## src/design/bkpt_pkg.sv

```systemverilog
package bkpt_pkg;
    // ==========================================
    // Debug control register numbers
    localparam logic [4:0] REG_PC_MASK = 5'h09;
    localparam logic [4:0] REG_TRIGGER = 5'h07;
    localparam logic [4:0] REG_EXT_TRIGGER = 5'h06;
    localparam logic [4:0] REG_PC_ADDR_PRI = 5'h08;
    localparam logic [4:0] REG_DATA_VALUE = 5'h0e;
    localparam logic [4:0] REG_DATA_MASK = 5'h0f;
    localparam logic [4:0] REG_PC_ADDR_ONE = 5'h18;
    localparam logic [4:0] REG_PC_ADDR_TWO = 5'h1a;
    localparam logic [4:0] REG_PC_ADDR_THREE = 5'h1b;
    localparam logic [4:0] REG_DATA_VALUE_2 = 5'h1e;
    localparam logic [4:0] REG_DATA_MASK_2 = 5'h1f;
    localparam logic [4:0] REG_STATUS = 5'h00;

    // ==========================================
    // Register fields; trigger fields at low-half positions (upper half adds HALF_SHIFT), response bits absolute, BIT_VALID for address registers
    localparam int HALF_SHIFT = 16;
    localparam int BIT_ENABLE = 13;
    localparam int BIT_EDLW = 12;
    localparam int BIT_EDWL = 11;
    localparam int BIT_EDWU = 10;
    localparam int BIT_EDLL = 9;
    localparam int BIT_EDLM = 8;
    localparam int BIT_EDUM = 7;
    localparam int BIT_EDUU = 6;
    localparam int BIT_INVERT = 5;
    localparam int BIT_EPC = 1;
    localparam int BIT_PCI = 0;
    localparam int BIT_RESP_HI = 31;
    localparam int BIT_RESP_LO = 30;
    localparam int BIT_VALID = 0;

    // ==========================================
    // Reset values and encodings
    localparam logic [31:0] RESET_WORD = 32'h0000_0000;
    localparam logic [31:0] PC_ADDR_KEEP = 32'hffff_fffe;
    localparam logic [1:0] RESP_TRACE = 2'h0;
    localparam logic [1:0] RESP_HALT = 2'h1;
    localparam logic [1:0] RESP_INTR = 2'h2;
    localparam logic [1:0] SIZE_BYTE = 2'h1;
    localparam logic [1:0] SIZE_WORD = 2'h2;
    localparam logic [1:0] SIZE_LONG = 2'h0;
    localparam logic [3:0] STAT_IDLE = 4'h0;
    localparam logic [3:0] STAT_LEVEL1 = 4'h1;
    localparam logic [3:0] STAT_LEVEL2 = 4'h2;
    localparam logic [3:0] STAT_HIT1 = 4'h5;
    localparam logic [3:0] STAT_HIT2 = 4'h6;

    // Trigger sequencer states, Gray along arm, level one, level two
    typedef enum logic [1:0] {
        BKPT_ARMED = 2'b00,
        BKPT_FIRST = 2'b01,
        BKPT_FIRED = 2'b11
    } bkpt_seq_t;
endpackage : bkpt_pkg

```

## src/design/bkpt_match_if.sv

```systemverilog
// Data comparator configuration and result between top and comparator
interface bkpt_match_if;
    logic [31:0] value;
    logic [31:0] mask;
    logic [6:0] lane_en;
    logic invert;
    logic hit;
    modport top (output value, output mask, output lane_en, output invert, input hit);
    modport cmp (input value, input mask, input lane_en, input invert, output hit);
endinterface : bkpt_match_if

```

## src/design/bkpt_data_cmp.sv

```systemverilog
// Combinational data comparator for one value/mask pair
module bkpt_data_cmp
    import bkpt_pkg::*;
(
    // Local bus sample
    input wire logic [31:0] bus_data,
    input wire logic [1:0] bus_addr,
    input wire logic [1:0] bus_size,
    // Configuration and result
    bkpt_match_if.cmp m
);
    // ==========================================
    // Lane compare
    function automatic logic lane_eq(input logic [31:0] d, input logic [31:0] v,
                                     input logic [31:0] msk, input logic [31:0] sel);
        lane_eq = (((d ^ v) & ~msk & sel) == RESET_WORD);
    endfunction : lane_eq

    logic [31:0] sel;
    logic en_ok;
    logic eq;

    // Operand location by address and size; misaligned references still use these lanes
    always_comb begin
        sel = RESET_WORD;
        en_ok = 1'b0;
        case (bus_size)
            SIZE_BYTE: begin
                case (bus_addr)
                    2'h0: begin sel = 32'hff00_0000; en_ok = m.lane_en[0]; end
                    2'h1: begin sel = 32'h00ff_0000; en_ok = m.lane_en[1]; end
                    2'h2: begin sel = 32'h0000_ff00; en_ok = m.lane_en[2]; end
                    default: begin sel = 32'h0000_00ff; en_ok = m.lane_en[3]; end
                endcase
            end
            SIZE_WORD: begin
                if (!bus_addr[1]) begin
                    sel = 32'hffff_0000;
                    en_ok = m.lane_en[4];
                end else begin
                    sel = 32'h0000_ffff;
                    en_ok = m.lane_en[5];
                end
            end
            default: begin
                sel = 32'hffff_ffff;
                en_ok = m.lane_en[6];
            end
        endcase
        eq = lane_eq(bus_data, m.value, m.mask, sel);
    end

    // Invert turns equality into inequality on the selected lanes
    assign m.hit = en_ok & (eq ^ m.invert);
endmodule : bkpt_data_cmp

```

## src/design/bkpt_compare.sv

```systemverilog
// Functional notes
// - Hold 32-bit data breakpoint values and compare with local data bus.
// - Paired data masks; set mask bit excludes that bit from compare.
// - Byte accesses select the lane from the two low address bits.
// - Word uses halves by address bit 1; longword uses all bits.
// - Four program-counter breakpoint registers compared with the program counter.
// - Program-counter breakpoint address lives in bits 31 to 1.
// - Three extra address registers compare only when valid bit 0 set.
// - Primary address register has no valid bit; bit 0 reads zero.
// - Program-counter mask applies only to the primary address register.
// - Mask bit zero includes address bit, one ignores it.
// - Program-counter mask is debug control register 0x09, core or host.
// - Trigger register upper half second level, lower half first level.
// - Trigger registers decide action when configured conditions occur.
// - A write to the trigger register (0x07), not the extended one, clears the breakpoint status field.
// - Response field: trace only, halt, debug interrupt, reserved.
// - Global enables in both halves of both trigger registers; all four clear disables all breakpoints.
// - Invert control reverses the sense of every data comparator.
module bkpt_compare
    import bkpt_pkg::*;
(
    // Clock, reset and enable
    input wire logic mclk,
    input wire logic rst_n,
    input wire logic clk_en,
    // Debug register read and write port (core instruction or host command)
    input wire logic reg_wr,
    input wire logic reg_rd,
    input wire logic [4:0] reg_num,
    input wire logic [31:0] reg_wdata,
    output logic [31:0] reg_rdata,
    // Processor local data bus
    input wire logic bus_xfer,
    input wire logic [1:0] bus_addr,
    input wire logic [1:0] bus_size,
    input wire logic [31:0] bus_data,
    // Executed instruction address
    input wire logic insn_exec,
    input wire logic [31:0] insn_pc,
    // Trigger results
    output logic trig_event,
    output logic [1:0] trigger_response_select,
    output logic halt_req,
    output logic debug_intr,
    output logic [3:0] breakpoint_status_field
);
    // ==========================================
    // State
    typedef struct packed {
        logic [31:0] data_break_value;
        logic [31:0] data_break_value_second;
        logic [31:0] data_break_mask;
        logic [31:0] data_break_mask_second;
        logic [31:0] pc_break_addr_primary;
        logic [31:0] pc_break_addr_one;
        logic [31:0] pc_break_addr_two;
        logic [31:0] pc_break_addr_three;
        logic [31:0] pc_break_mask;
        logic [31:0] trigger_definition_reg;
        logic [31:0] extended_trigger_definition;
        logic [3:0] stat;
        bkpt_seq_t seq;
        logic trig;
        logic halt;
        logic intr;
        logic [31:0] rdata;
    } bkpt_state_t;

    bkpt_state_t q;
    bkpt_state_t next_q;

    // ==========================================
    // Helpers
    // Lane enables from one half of a trigger register
    function automatic logic [6:0] lanes(input logic [15:0] h);
        lanes = {h[BIT_EDLW], h[BIT_EDWL], h[BIT_EDWU], h[BIT_EDLL], h[BIT_EDLM], h[BIT_EDUM], h[BIT_EDUU]};
    endfunction : lanes

    // Masked address equality; bit 0 never takes part
    function automatic logic pc_eq(input logic [31:0] pc, input logic [31:0] a, input logic [31:0] msk);
        pc_eq = (((pc ^ a) & ~msk & PC_ADDR_KEEP) == RESET_WORD);
    endfunction : pc_eq

    // ==========================================
    // Data comparators, one per value/mask pair
    bkpt_match_if m0 ();
    bkpt_match_if m1 ();

    logic [15:0] lvl1;
    logic [15:0] lvl2;
    logic lvl_sel;
    logic [15:0] act;
    logic any_en;

    // First level uses the low halves until the first level fires
    assign lvl1 = q.trigger_definition_reg[15:0] | q.extended_trigger_definition[15:0];
    assign lvl2 = q.trigger_definition_reg[31:16] | q.extended_trigger_definition[31:16];
    assign lvl_sel = (q.seq == BKPT_FIRST);
    assign act = lvl_sel ? lvl2 : lvl1;

    assign any_en = q.trigger_definition_reg[BIT_ENABLE] | q.trigger_definition_reg[BIT_ENABLE + HALF_SHIFT] |
                    q.extended_trigger_definition[BIT_ENABLE] |
                    q.extended_trigger_definition[BIT_ENABLE + HALF_SHIFT];

    assign m0.value = q.data_break_value;
    assign m0.mask = q.data_break_mask;
    assign m0.lane_en = lanes(act);
    assign m0.invert = act[BIT_INVERT];
    assign m1.value = q.data_break_value_second;
    assign m1.mask = q.data_break_mask_second;
    assign m1.lane_en = lanes(act);
    assign m1.invert = act[BIT_INVERT];

    bkpt_data_cmp u_cmp0 (
        .bus_data(bus_data),
        .bus_addr(bus_addr),
        .bus_size(bus_size),
        .m(m0.cmp)
    );
    bkpt_data_cmp u_cmp1 (
        .bus_data(bus_data),
        .bus_addr(bus_addr),
        .bus_size(bus_size),
        .m(m1.cmp)
    );

    // ==========================================
    // Match qualification
    logic data_hit;
    logic pc_hit;
    logic data_on;
    logic pc_on;
    logic level_hit;

    // Data match only counts on a real bus transfer
    assign data_on = (lanes(act) != 7'h00);
    assign data_hit = bus_xfer & (m0.hit | m1.hit);

    // Primary is masked; extras are exact and gated by valid
    assign pc_on = act[BIT_EPC];
    assign pc_hit = insn_exec & ((pc_eq(insn_pc, q.pc_break_addr_primary, q.pc_break_mask) ^ act[BIT_PCI]) |
                    (q.pc_break_addr_one[BIT_VALID] & pc_eq(insn_pc, q.pc_break_addr_one, RESET_WORD)) |
                    (q.pc_break_addr_two[BIT_VALID] & pc_eq(insn_pc, q.pc_break_addr_two, RESET_WORD)) |
                    (q.pc_break_addr_three[BIT_VALID] & pc_eq(insn_pc, q.pc_break_addr_three, RESET_WORD)));

    // Both enabled conditions must hold; at least one must be enabled
    assign level_hit = any_en & (data_on | pc_on) & (!data_on | data_hit) & (!pc_on | pc_hit);

    logic second_defined;
    assign second_defined = (lanes(lvl2) != 7'h00) | lvl2[BIT_EPC];

    // ==========================================
    // Next state: register writes, sequencer, responses
    always_comb begin
        next_q = q;
        next_q.trig = 1'b0;
        next_q.halt = 1'b0;
        next_q.intr = 1'b0;
        // Trigger sequencing
        if (!any_en) begin
            next_q.seq = BKPT_ARMED;
        end else begin
            case (q.seq)
                BKPT_ARMED: begin
                    if (level_hit && second_defined) begin
                        next_q.seq = BKPT_FIRST;
                        next_q.stat = STAT_LEVEL2;
                    end else if (level_hit) begin
                        next_q.seq = BKPT_FIRED;
                        next_q.stat = STAT_HIT1;
                    end
                end
                BKPT_FIRST: begin
                    if (level_hit) begin
                        next_q.seq = BKPT_FIRED;
                        next_q.stat = STAT_HIT2;
                    end
                end
                default: begin
                end
            endcase
        end
        // Completed trigger raises the selected response once
        if (next_q.seq == BKPT_FIRED && q.seq != BKPT_FIRED) begin
            next_q.trig = 1'b1;
            next_q.halt = (q.trigger_definition_reg[BIT_RESP_HI:BIT_RESP_LO] == RESP_HALT);
            next_q.intr = (q.trigger_definition_reg[BIT_RESP_HI:BIT_RESP_LO] == RESP_INTR);
        end
        // Register writes take effect after the compare of this cycle
        if (reg_wr) begin
            case (reg_num)
                REG_PC_MASK: next_q.pc_break_mask = reg_wdata;
                REG_TRIGGER: begin
                    next_q.trigger_definition_reg = reg_wdata;
                    next_q.stat = STAT_IDLE;
                    next_q.seq = BKPT_ARMED;
                    next_q.trig = 1'b0;
                    next_q.halt = 1'b0;
                    next_q.intr = 1'b0;
                end
                REG_EXT_TRIGGER: next_q.extended_trigger_definition = reg_wdata;
                REG_PC_ADDR_PRI: next_q.pc_break_addr_primary = reg_wdata & PC_ADDR_KEEP;
                REG_PC_ADDR_ONE: next_q.pc_break_addr_one = reg_wdata;
                REG_PC_ADDR_TWO: next_q.pc_break_addr_two = reg_wdata;
                REG_PC_ADDR_THREE: next_q.pc_break_addr_three = reg_wdata;
                REG_DATA_VALUE: next_q.data_break_value = reg_wdata;
                REG_DATA_MASK: next_q.data_break_mask = reg_wdata;
                REG_DATA_VALUE_2: next_q.data_break_value_second = reg_wdata;
                REG_DATA_MASK_2: next_q.data_break_mask_second = reg_wdata;
                default: begin
                end
            endcase
        end
        // Read data registered; unmapped numbers read zero
        if (reg_rd) begin
            case (reg_num)
                REG_PC_MASK: next_q.rdata = q.pc_break_mask;
                REG_TRIGGER: next_q.rdata = q.trigger_definition_reg;
                REG_EXT_TRIGGER: next_q.rdata = q.extended_trigger_definition;
                REG_PC_ADDR_PRI: next_q.rdata = q.pc_break_addr_primary & PC_ADDR_KEEP;
                REG_PC_ADDR_ONE: next_q.rdata = q.pc_break_addr_one;
                REG_PC_ADDR_TWO: next_q.rdata = q.pc_break_addr_two;
                REG_PC_ADDR_THREE: next_q.rdata = q.pc_break_addr_three;
                REG_DATA_VALUE: next_q.rdata = q.data_break_value;
                REG_DATA_MASK: next_q.rdata = q.data_break_mask;
                REG_DATA_VALUE_2: next_q.rdata = q.data_break_value_second;
                REG_DATA_MASK_2: next_q.rdata = q.data_break_mask_second;
                REG_STATUS: next_q.rdata = {28'h0000000, q.stat};
                default: next_q.rdata = RESET_WORD;
            endcase
        end
    end

    // State register; clock enable freezes everything
    always_ff @(posedge mclk or negedge rst_n) begin
        if (!rst_n) begin
            q <= '0;
        end else if (clk_en) begin
            q <= next_q;
        end
    end

    // ==========================================
    // Outputs
    assign reg_rdata = q.rdata;
    assign trig_event = q.trig;
    assign halt_req = q.halt;
    assign debug_intr = q.intr;
    assign trigger_response_select = q.trigger_definition_reg[BIT_RESP_HI:BIT_RESP_LO];
    assign breakpoint_status_field = q.stat;
endmodule : bkpt_compare

```

## config.mk

```make
export PLATFORM = sky130hd
export DESIGN_NAME = bkpt_compare
export DESIGN_NICKNAME = d
export VERILOG_FILES = /design/src/design/bkpt_pkg.sv /design/src/design/bkpt_match_if.sv /design/src/design/bkpt_data_cmp.sv /design/src/design/bkpt_compare.sv
export SDC_FILE = /design/constraint.sdc
export NUM_CORES = 1
export LEC_CHECK = 0
export BUFFER_PORTS_ARGS = -buffer_cell sky130_fd_sc_hd__buf_2
export CAP_MARGIN = 5
export CORE_UTILIZATION = 55
export CTS_CLUSTER_SIZE = 10
export DETAILED_ROUTE_END_ITERATION = 16
export PLACE_DENSITY = 0.77
export SLEW_MARGIN = 20
export SYNTH_ARGS = -nofsm -noshare
export SYNTH_HDL_FRONTEND = slang
export SYNTH_HIERARCHICAL = 1
export SYNTH_SLANG_ARGS = --single-unit
export TNS_END_PERCENT = 1
```

## constraint.sdc

```tcl
create_clock -name mclk -period 3.1 [get_ports mclk]
set_clock_uncertainty 0.05 [all_clocks]
set_input_delay 0.155 -clock mclk [delete_from_list [all_inputs] [get_ports mclk]]
set_output_delay 0.155 -clock mclk [all_outputs]
set_load 0.02 [all_outputs]
```

==> results.md, run 1 <==
- Status: complete, but fails checks
- Failing checks: setup timing
- Crit end category: flip-flop
- DP Cell Count: 2185
- Top Ports: 153
- Syn Inst Count: 1672
- Ys flop type: dfrtp_1
- Asr flop ratio synth: 100.0%
- Post-synth EDFFs: 0
- Count leader, synth: dfrtp_1
- Final worst-path cycle share: 101.4%
- Critical path class: flip-flop to flip-flop
- Die X: 194.0 µm
- Synth top area share: 48.40%
- Most area-hungry cell type in the Yosys netlist: dfrtp_1
- Routed WL: 67060 µm
- Area grow syn2layout: 14.53%
- Max Buffers Root-to-Sink: 3
- CTS tree: built
- Arr. time, crit path: 3.55 ns
- DP Worst Slack: -0.4534 ns
- Unique masters post-synth: 61
- Placed Instance Area: 21430 µm²
- GR Overflow Total: 0
- Final Max Slew Viols: 0
- # nets final: 1926
- Synth top cells by count: dfrtp_1 (392), mux2_2 (364), xnor2_1 (168)
- Die area: 37620 µm²
- DR vias: 15460
- Clock power share: 33.9%
- Gr usage total: 35.52%
- First-pass GRT wire length: 99690 µm
- Synthesized area: 20270 µm²
- IO Port Bufs: 151
- Register area share after synthesis: 48.40%
- Vias/cell: 6.784
- CP startpoint kind: flip-flop
- Lkg Pwr: 10.68 nW
- Util after Layout: 64.64%
- Starting density of the core: 56.44%
- Avg WL per Cell: 29.43 µm
- Comb power frac: 19.8%
- Hold WC Path Type: input port to flip-flop
- Non-filler cells, final: 2279
- Max_slew headroom: 41.10%
- Share of cells above drive strength 1: 38.79%
- Hpwl dp: 46760 µm
- DRC viols: 0
- Synth warn: 6
- Internal: 9.786 mW
- Clock slew at reported path FFs: 0.06 ns
- Largest net degree at the start of global routing: 97
- CTS H-tree depth: 2
- Fin area: 23210 µm²
- Peak supply drop: 0.3943 mV
- Critical Path Fanout Max: 3
- Clock period minus worst slack: 3.143 ns
- Final setup margin: -0.04281 ns
- Setup TNS: -0.04281 ns
- RePlAce Congestion: 1.035
- Core ar.: 35910 µm²
- FP Rows: 69
- Clk_lat worst skew: 0.59 ns
- Sink Count: 392
- Drt initial violations: 1777
- CP Data Required Time: 3.50 ns
- Post-route ant nets: 0
- # Max-Cap Violations: 0
- TritonCTS Buffers: 45
- Sw Ratio: 29.66%
- Yosys reg bits: 392
- Sequential share of power: 46.3%
- Number of global-route vias before repair: 15600
- Worst-Margin Slew: 0.8613 ns
- Synth top area cells: dfrtp_1 (48%), mux2_2 (20%), xnor2_1 (7.3%), mux2i_1 (2.8%), o22ai_1 (2.1%)
- Final hold violation count: 0
- Final setup vio count: 1
- Synthesized net count: 1788
- Antenna violations before repair: 5
- Sw power: 4.127 mW
- Max frequency: 0.3182 GHz
- First-pass DRT Iterations: 7
- Pwr Density: 599.3 nW/µm²
- Unrepaired setup endpoints after global routing: yes
- Avg Inst Size Synth: 12.12 µm²
- Clk root buf: clkbuf_16
- Vertical die dimension: 194.0 µm
==> final timing paths <==
check	cells after the start	start	slack (ns)	end
min in group asynchronous	2	rst_n	0.17	reg_rdata[6]
max in group asynchronous	3	rst_n	1.88	m1.value[22]
hold reg to reg	1	reg_rdata[9]	0.42	reg_rdata[9]
setup / recovery	11	q[81]	-0.04	breakpoint_status_field[0]
setup reg to reg	11	q[81]	-0.04	breakpoint_status_field[0]
hold / removal	5	insn_exec	0.07	q[36]
==> timing repair <==
action                                 CTS  global route
endpoints found under the hold margin  440             0
resized for setup                       11            18
buffers inserted                         1             3
setup endpoints to repair                9             9
pin swaps                               15            13
hold buffers                            35             0
==> power groups by stage <==
| stage | sequential, mW | clock (mW) | combinational, mW |
|---|---|---|---|
| 2_1_floorplan | 6.27 | 0 | 1.76 |
| 3_5_place_dp | 6.48 | 0 | 2.55 |
| 6_report | 6.44 | 4.72 | 2.75 |
| 3_3_place_gp | 6.43 | 0 | 2.48 |
| 5_1_grt | 6.50 | 4.97 | 2.89 |
| 4_1_cts | 6.40 | 4.76 | 2.64 |
==> worst max-delay path, stage by stage, from the launching register on <==
cell and delay, ns:
dfrtp_1 0.40, nor2_1 0.34, mux2i_1 0.21, mux4_2 0.50, a221oi_1 0.36, a221oi_2 0.08, o21a_1 0.21, a21oi_2 0.15
nor4_2 0.06, and4b_2 0.31, o21a_1 0.12, a32o_2 0.22
==> sequential cells by signal, summed over array words and instances (netlist names) <==
name and flops:
m1.mask 32, breakpoint_status_field 4, trig_event 1, trigger_response_select 2, debug_intr 1, m0.value 32, q 223, halt_req 1
m0.mask 32, m1.value 32, reg_rdata 32
==> area by class of cell <==
class | count | area [µm²]
multi-input cells | 1089 | 9743
inverters | 15 | 56.30
diodes | 3 | 7.507
well taps | 461 | 576.8
clock buffers | 50 | 1207
repair buffers | 267 | 1799
clock inverters | 2 | 13.76
flip-flops and latches | 392 | 9811
fillers | 2718 | 12700
==> layer usage <==
layer	GRT usage [%]	part of all wire, %	vias to the layer above
met5	0	0.018	-
met4	18.40	5.1	2
met3	8.784	10	205
met2	53.93	45	982
met1	47.32	40	7910
li1	-	-	6362
==> stage by stage <==
| stage | hold slack (ns) | total power, mW |
|---|---|---|
| detailed placement | 0.2024 | 9.023 |
| global route | 0.08818 | 14.36 |
| global placement | 0.2080 | 8.910 |
| floorplan | -0.1906 | 8.033 |
| finish | 0.07304 | 13.91 |
| CTS | 0.04193 | 13.80 |
==> placed cells by master (no fill, tap or decap), types with 24 or more instances in the layout <==
cell	synthesis	final
nand4_1	24	24
nand2_1	31	30
o22ai_1	69	62
mux2_2	364	364
mux2i_1	56	56
dlygate4sd3_1	0	35
buf_2	29	150
a21oi_1	40	38
clkbuf_16	0	47
a31oi_1	29	29
dfrtp_1	392	391
buf_4	39	75
a22oi_1	31	31
nor2_1	41	39
xnor2_1	168	161
a21o_1	31	31
==> kinds of logic (layout without fill, tap and decap cells) <==
group / after synthesis / count (layout) / share of synthesized area, %
muxes: 424 / 424 / 23.32
DFF: 392 / 392 / 48.40
AOI/OAI and AO/OA: 311 / 311 / 10.91
buffers and inverters: 191 / 334 / 4.667
xor gates and xnor gates: 188 / 188 / 8.272
and+or+nand+nor: 162 / 162 / 4.191
adders and majority gates: 4 / 4 / 0.2469
other: 0 / 3 / 0
(Power assumes the default switching activity.)
==> run 2, diff against run 1 <==
- BUFFER_PORTS_ARGS: -buffer_cell sky130_fd_sc_hd__buf_2 -> default
- CORE_UTILIZATION: 55 -> 58
- DONT_BUFFER_PORTS: default -> 1
- PLACE_DENSITY: 0.77 -> 0.76
==> results.md, run 2 (synthesized netlist as in run 1, its figures left out) <==
- Total power: 13.62 mW (was 13.91 mW)
- Die X: 188.9 µm (was 194.0 µm)
- Avg WL per Cell: 31.58 µm (was 29.43 µm)
- Starting density of the core: 58.82% (was 56.44%)
- Vertical die dimension: 188.9 µm (was 194.0 µm)
- Reg2reg end: breakpoint_status_field[0] (unchanged)
- CTS tree: built (unchanged)
- DR vias: 14750 (was 15460)
- Worst R2R Path Depth: 13 (was 11)
- Status: complete, but fails checks (unchanged)
- Crit end category: flip-flop (unchanged)
- Lkg Pwr: 9.928 nW (was 10.68 nW)
- DP Cell Count: 2005 (was 2185)
- Hpwl dp: 44660 µm (was 46760 µm)
- Worst flop-to-flop path startpoint: m0.value[19] (was q[81])
- Drt initial violations: 1849 (was 1777)
- Clk root buf: clkbuf_16 (unchanged)
- Post-route ant nets: 0 (unchanged)
- # Max-Cap Violations: 0 (unchanged)
- FP Rows: 68 (was 69)
- Top Ports: 153 (unchanged)
- GR Overflow Total: 0 (unchanged)
- Gr usage total: 37.19% (was 35.52%)
- Core ar.: 34460 µm² (was 35910 µm²)
- Post-CTS Hold Fix Bufs: 37 (was 35)
- First-pass DRT Iterations: 6 (was 7)
- Antenna violations before repair: 2 (was 5)
- Critical Path Fanout Max: 3 (unchanged)
- Final worst-path cycle share: 99.42% (was 101.4%)
- Peak supply drop: 0.4374 mV (was 0.3943 mV)
- RePlAce Congestion: 1.014 (was 1.035)
- Area grow syn2layout: 9.840% (was 14.53%)
- Unrepaired setup endpoints after global routing: yes (unchanged)
- Final hold violation count: 392 (was 0)
- TritonCTS Buffers: 45 (unchanged)
- First-pass GRT wire length: 97810 µm (was 99690 µm)
- CP Data Required Time: 3.54 ns (was 3.50 ns)
- Top reg by flops: q (unchanged)
- Arr. time, crit path: 3.52 ns (was 3.55 ns)
- Max frequency: 0.3245 GHz (was 0.3182 GHz)
- CP startpoint kind: flip-flop (unchanged)
- Number of global-route vias before repair: 14850 (was 15600)
- Pwr Density: 611.6 nW/µm² (was 599.3 nW/µm²)
- Most common cell after layout, fill and taps aside: dfrtp_1 (unchanged)
- Max_slew headroom: 17.40% (was 41.10%)
- Clk_lat worst skew: 0.55 ns (was 0.59 ns)
- Critical path class: flip-flop to flip-flop (unchanged)
- Hold WC Path Type: input port to asynchronous set/reset pin (was input port to flip-flop)
- Final Max Slew Viols: 0 (unchanged)
- IO Port Bufs: 0 (was 151)
- # nets final: 1753 (was 1926)
- Share of cells above drive strength 1: 32.32% (was 38.79%)
- Clock period minus worst slack: 3.082 ns (was 3.143 ns)
- Non-filler cells, final: 2099 (was 2279)
- Vias/cell: 7.029 (was 6.784)
- Number of flip-flops in the largest register: 223 (unchanged)
- Largest net degree at the start of global routing: 393 (was 97)
- Reg2Reg Setup Slack: 0.02 ns (was -0.04 ns)
- Final setup vio count: 0 (was 1)
- CTS H-tree depth: 2 (unchanged)
- DRC viols: 0 (unchanged)
- Clock slew at reported path FFs: 0.05 ns (was 0.06 ns)
- Max Buffers Root-to-Sink: 3 (unchanged)
- Failing checks: hold timing (was setup timing)
- Sink Count: 392 (unchanged)
- Most frequent cells in the layout: dfrtp_1 (392), mux2_2 (364), xnor2_1 (160), o22ai_1 (59), mux2i_1 (56) (was dfrtp_1 (391), mux2_2 (364), xnor2_1 (161), buf_2 (150), buf_4 (75))
- Routed WL: 66290 µm (was 67060 µm)
- WHS: -0.7432 ns (was 0.07304 ns)
- Worst-Margin Slew: 1.239 ns (was 0.8613 ns)
- Die area: 35700 µm² (was 37620 µm²)
run 2: layout make-up:
cell class                 instances  area (µm²)
clock buffer                      52        1225
inverter                          15       56.30
antenna                            1       2.502
multi-input combinational       1089        9769
sequential                       392        9809
timing repair buffer              94       823.3
tap                              455       569.3
fill                            2634       12190
clock inverter                     1       8.758
run 2: report_power, final:
group	leakage, nW	internal (mW)	total [mW]	switching, mW
clock network	0.608	2.74	4.73	1.99
logic	4.09	1.22	2.40	1.18
registers	5.23	5.78	6.49	0.714
total	9.93	9.73	13.6	3.88
run 2: per-stage QoR:
step / TNS, ns / instance area, µm² / setup slack (ns) / utilization, %
global placement: 0 / 20450 / 0.07213 / 59.34
global route: -0.8210 / 22260 / -0.1290 / 64.61
floorplan: 0 / 20270 / 0.2121 / -
detailed placement: -0.0006382 / 20450 / -0.0006382 / 59.34
CTS: 0 / 22060 / 0.05371 / 64.02
finish: 0 / 22260 / 0.01811 / 64.61
run 2: routing by layer:
metal	up-vias	wire, µm	global-route usage [%]
met3	194	7028	9.564
met2	884	30710	57.98
met5	-	0	0
met1	7660	25550	49.02
li1	6015	-	-
met4	0	3003	16.53
run 2: worst max-delay path by stage:
stage / startpoint / end / slack (ns)
after global routing: m0.value[19] / breakpoint_status_field[0] / -0.13
final: m0.value[19] / breakpoint_status_field[0] / 0.02
after CTS: m1.value[16] / q[35] / 0.05
after global placement: m1.value[16] / q[35] / 0.07
after floorplan: q[36] / breakpoint_status_field[0] / 0.21
after detailed placement: m0.value[16] / halt_req / -0.0006
run 2: repair_timing:
item	CTS	global route
endpoints found under the setup margin	4	9
resized for setup	1	28
setup buffers	0	3
pin swaps	0	30
hold endpoints to repair	762	392
run 2: critical path, stage by stage, from the launching register on:
cell and delay [ns]:
dfrtp_1 0.41, xnor2_2 0.17, o22ai_2 0.12, nor4_2 0.34, buf_4 0.22, o22ai_2 0.10, or3_1 0.34, a221oi_2 0.22
o21a_1 0.13, a21oi_1 0.06, nor4_2 0.25, and4b_1 0.31, o21a_1 0.17, a32o_2 0.12
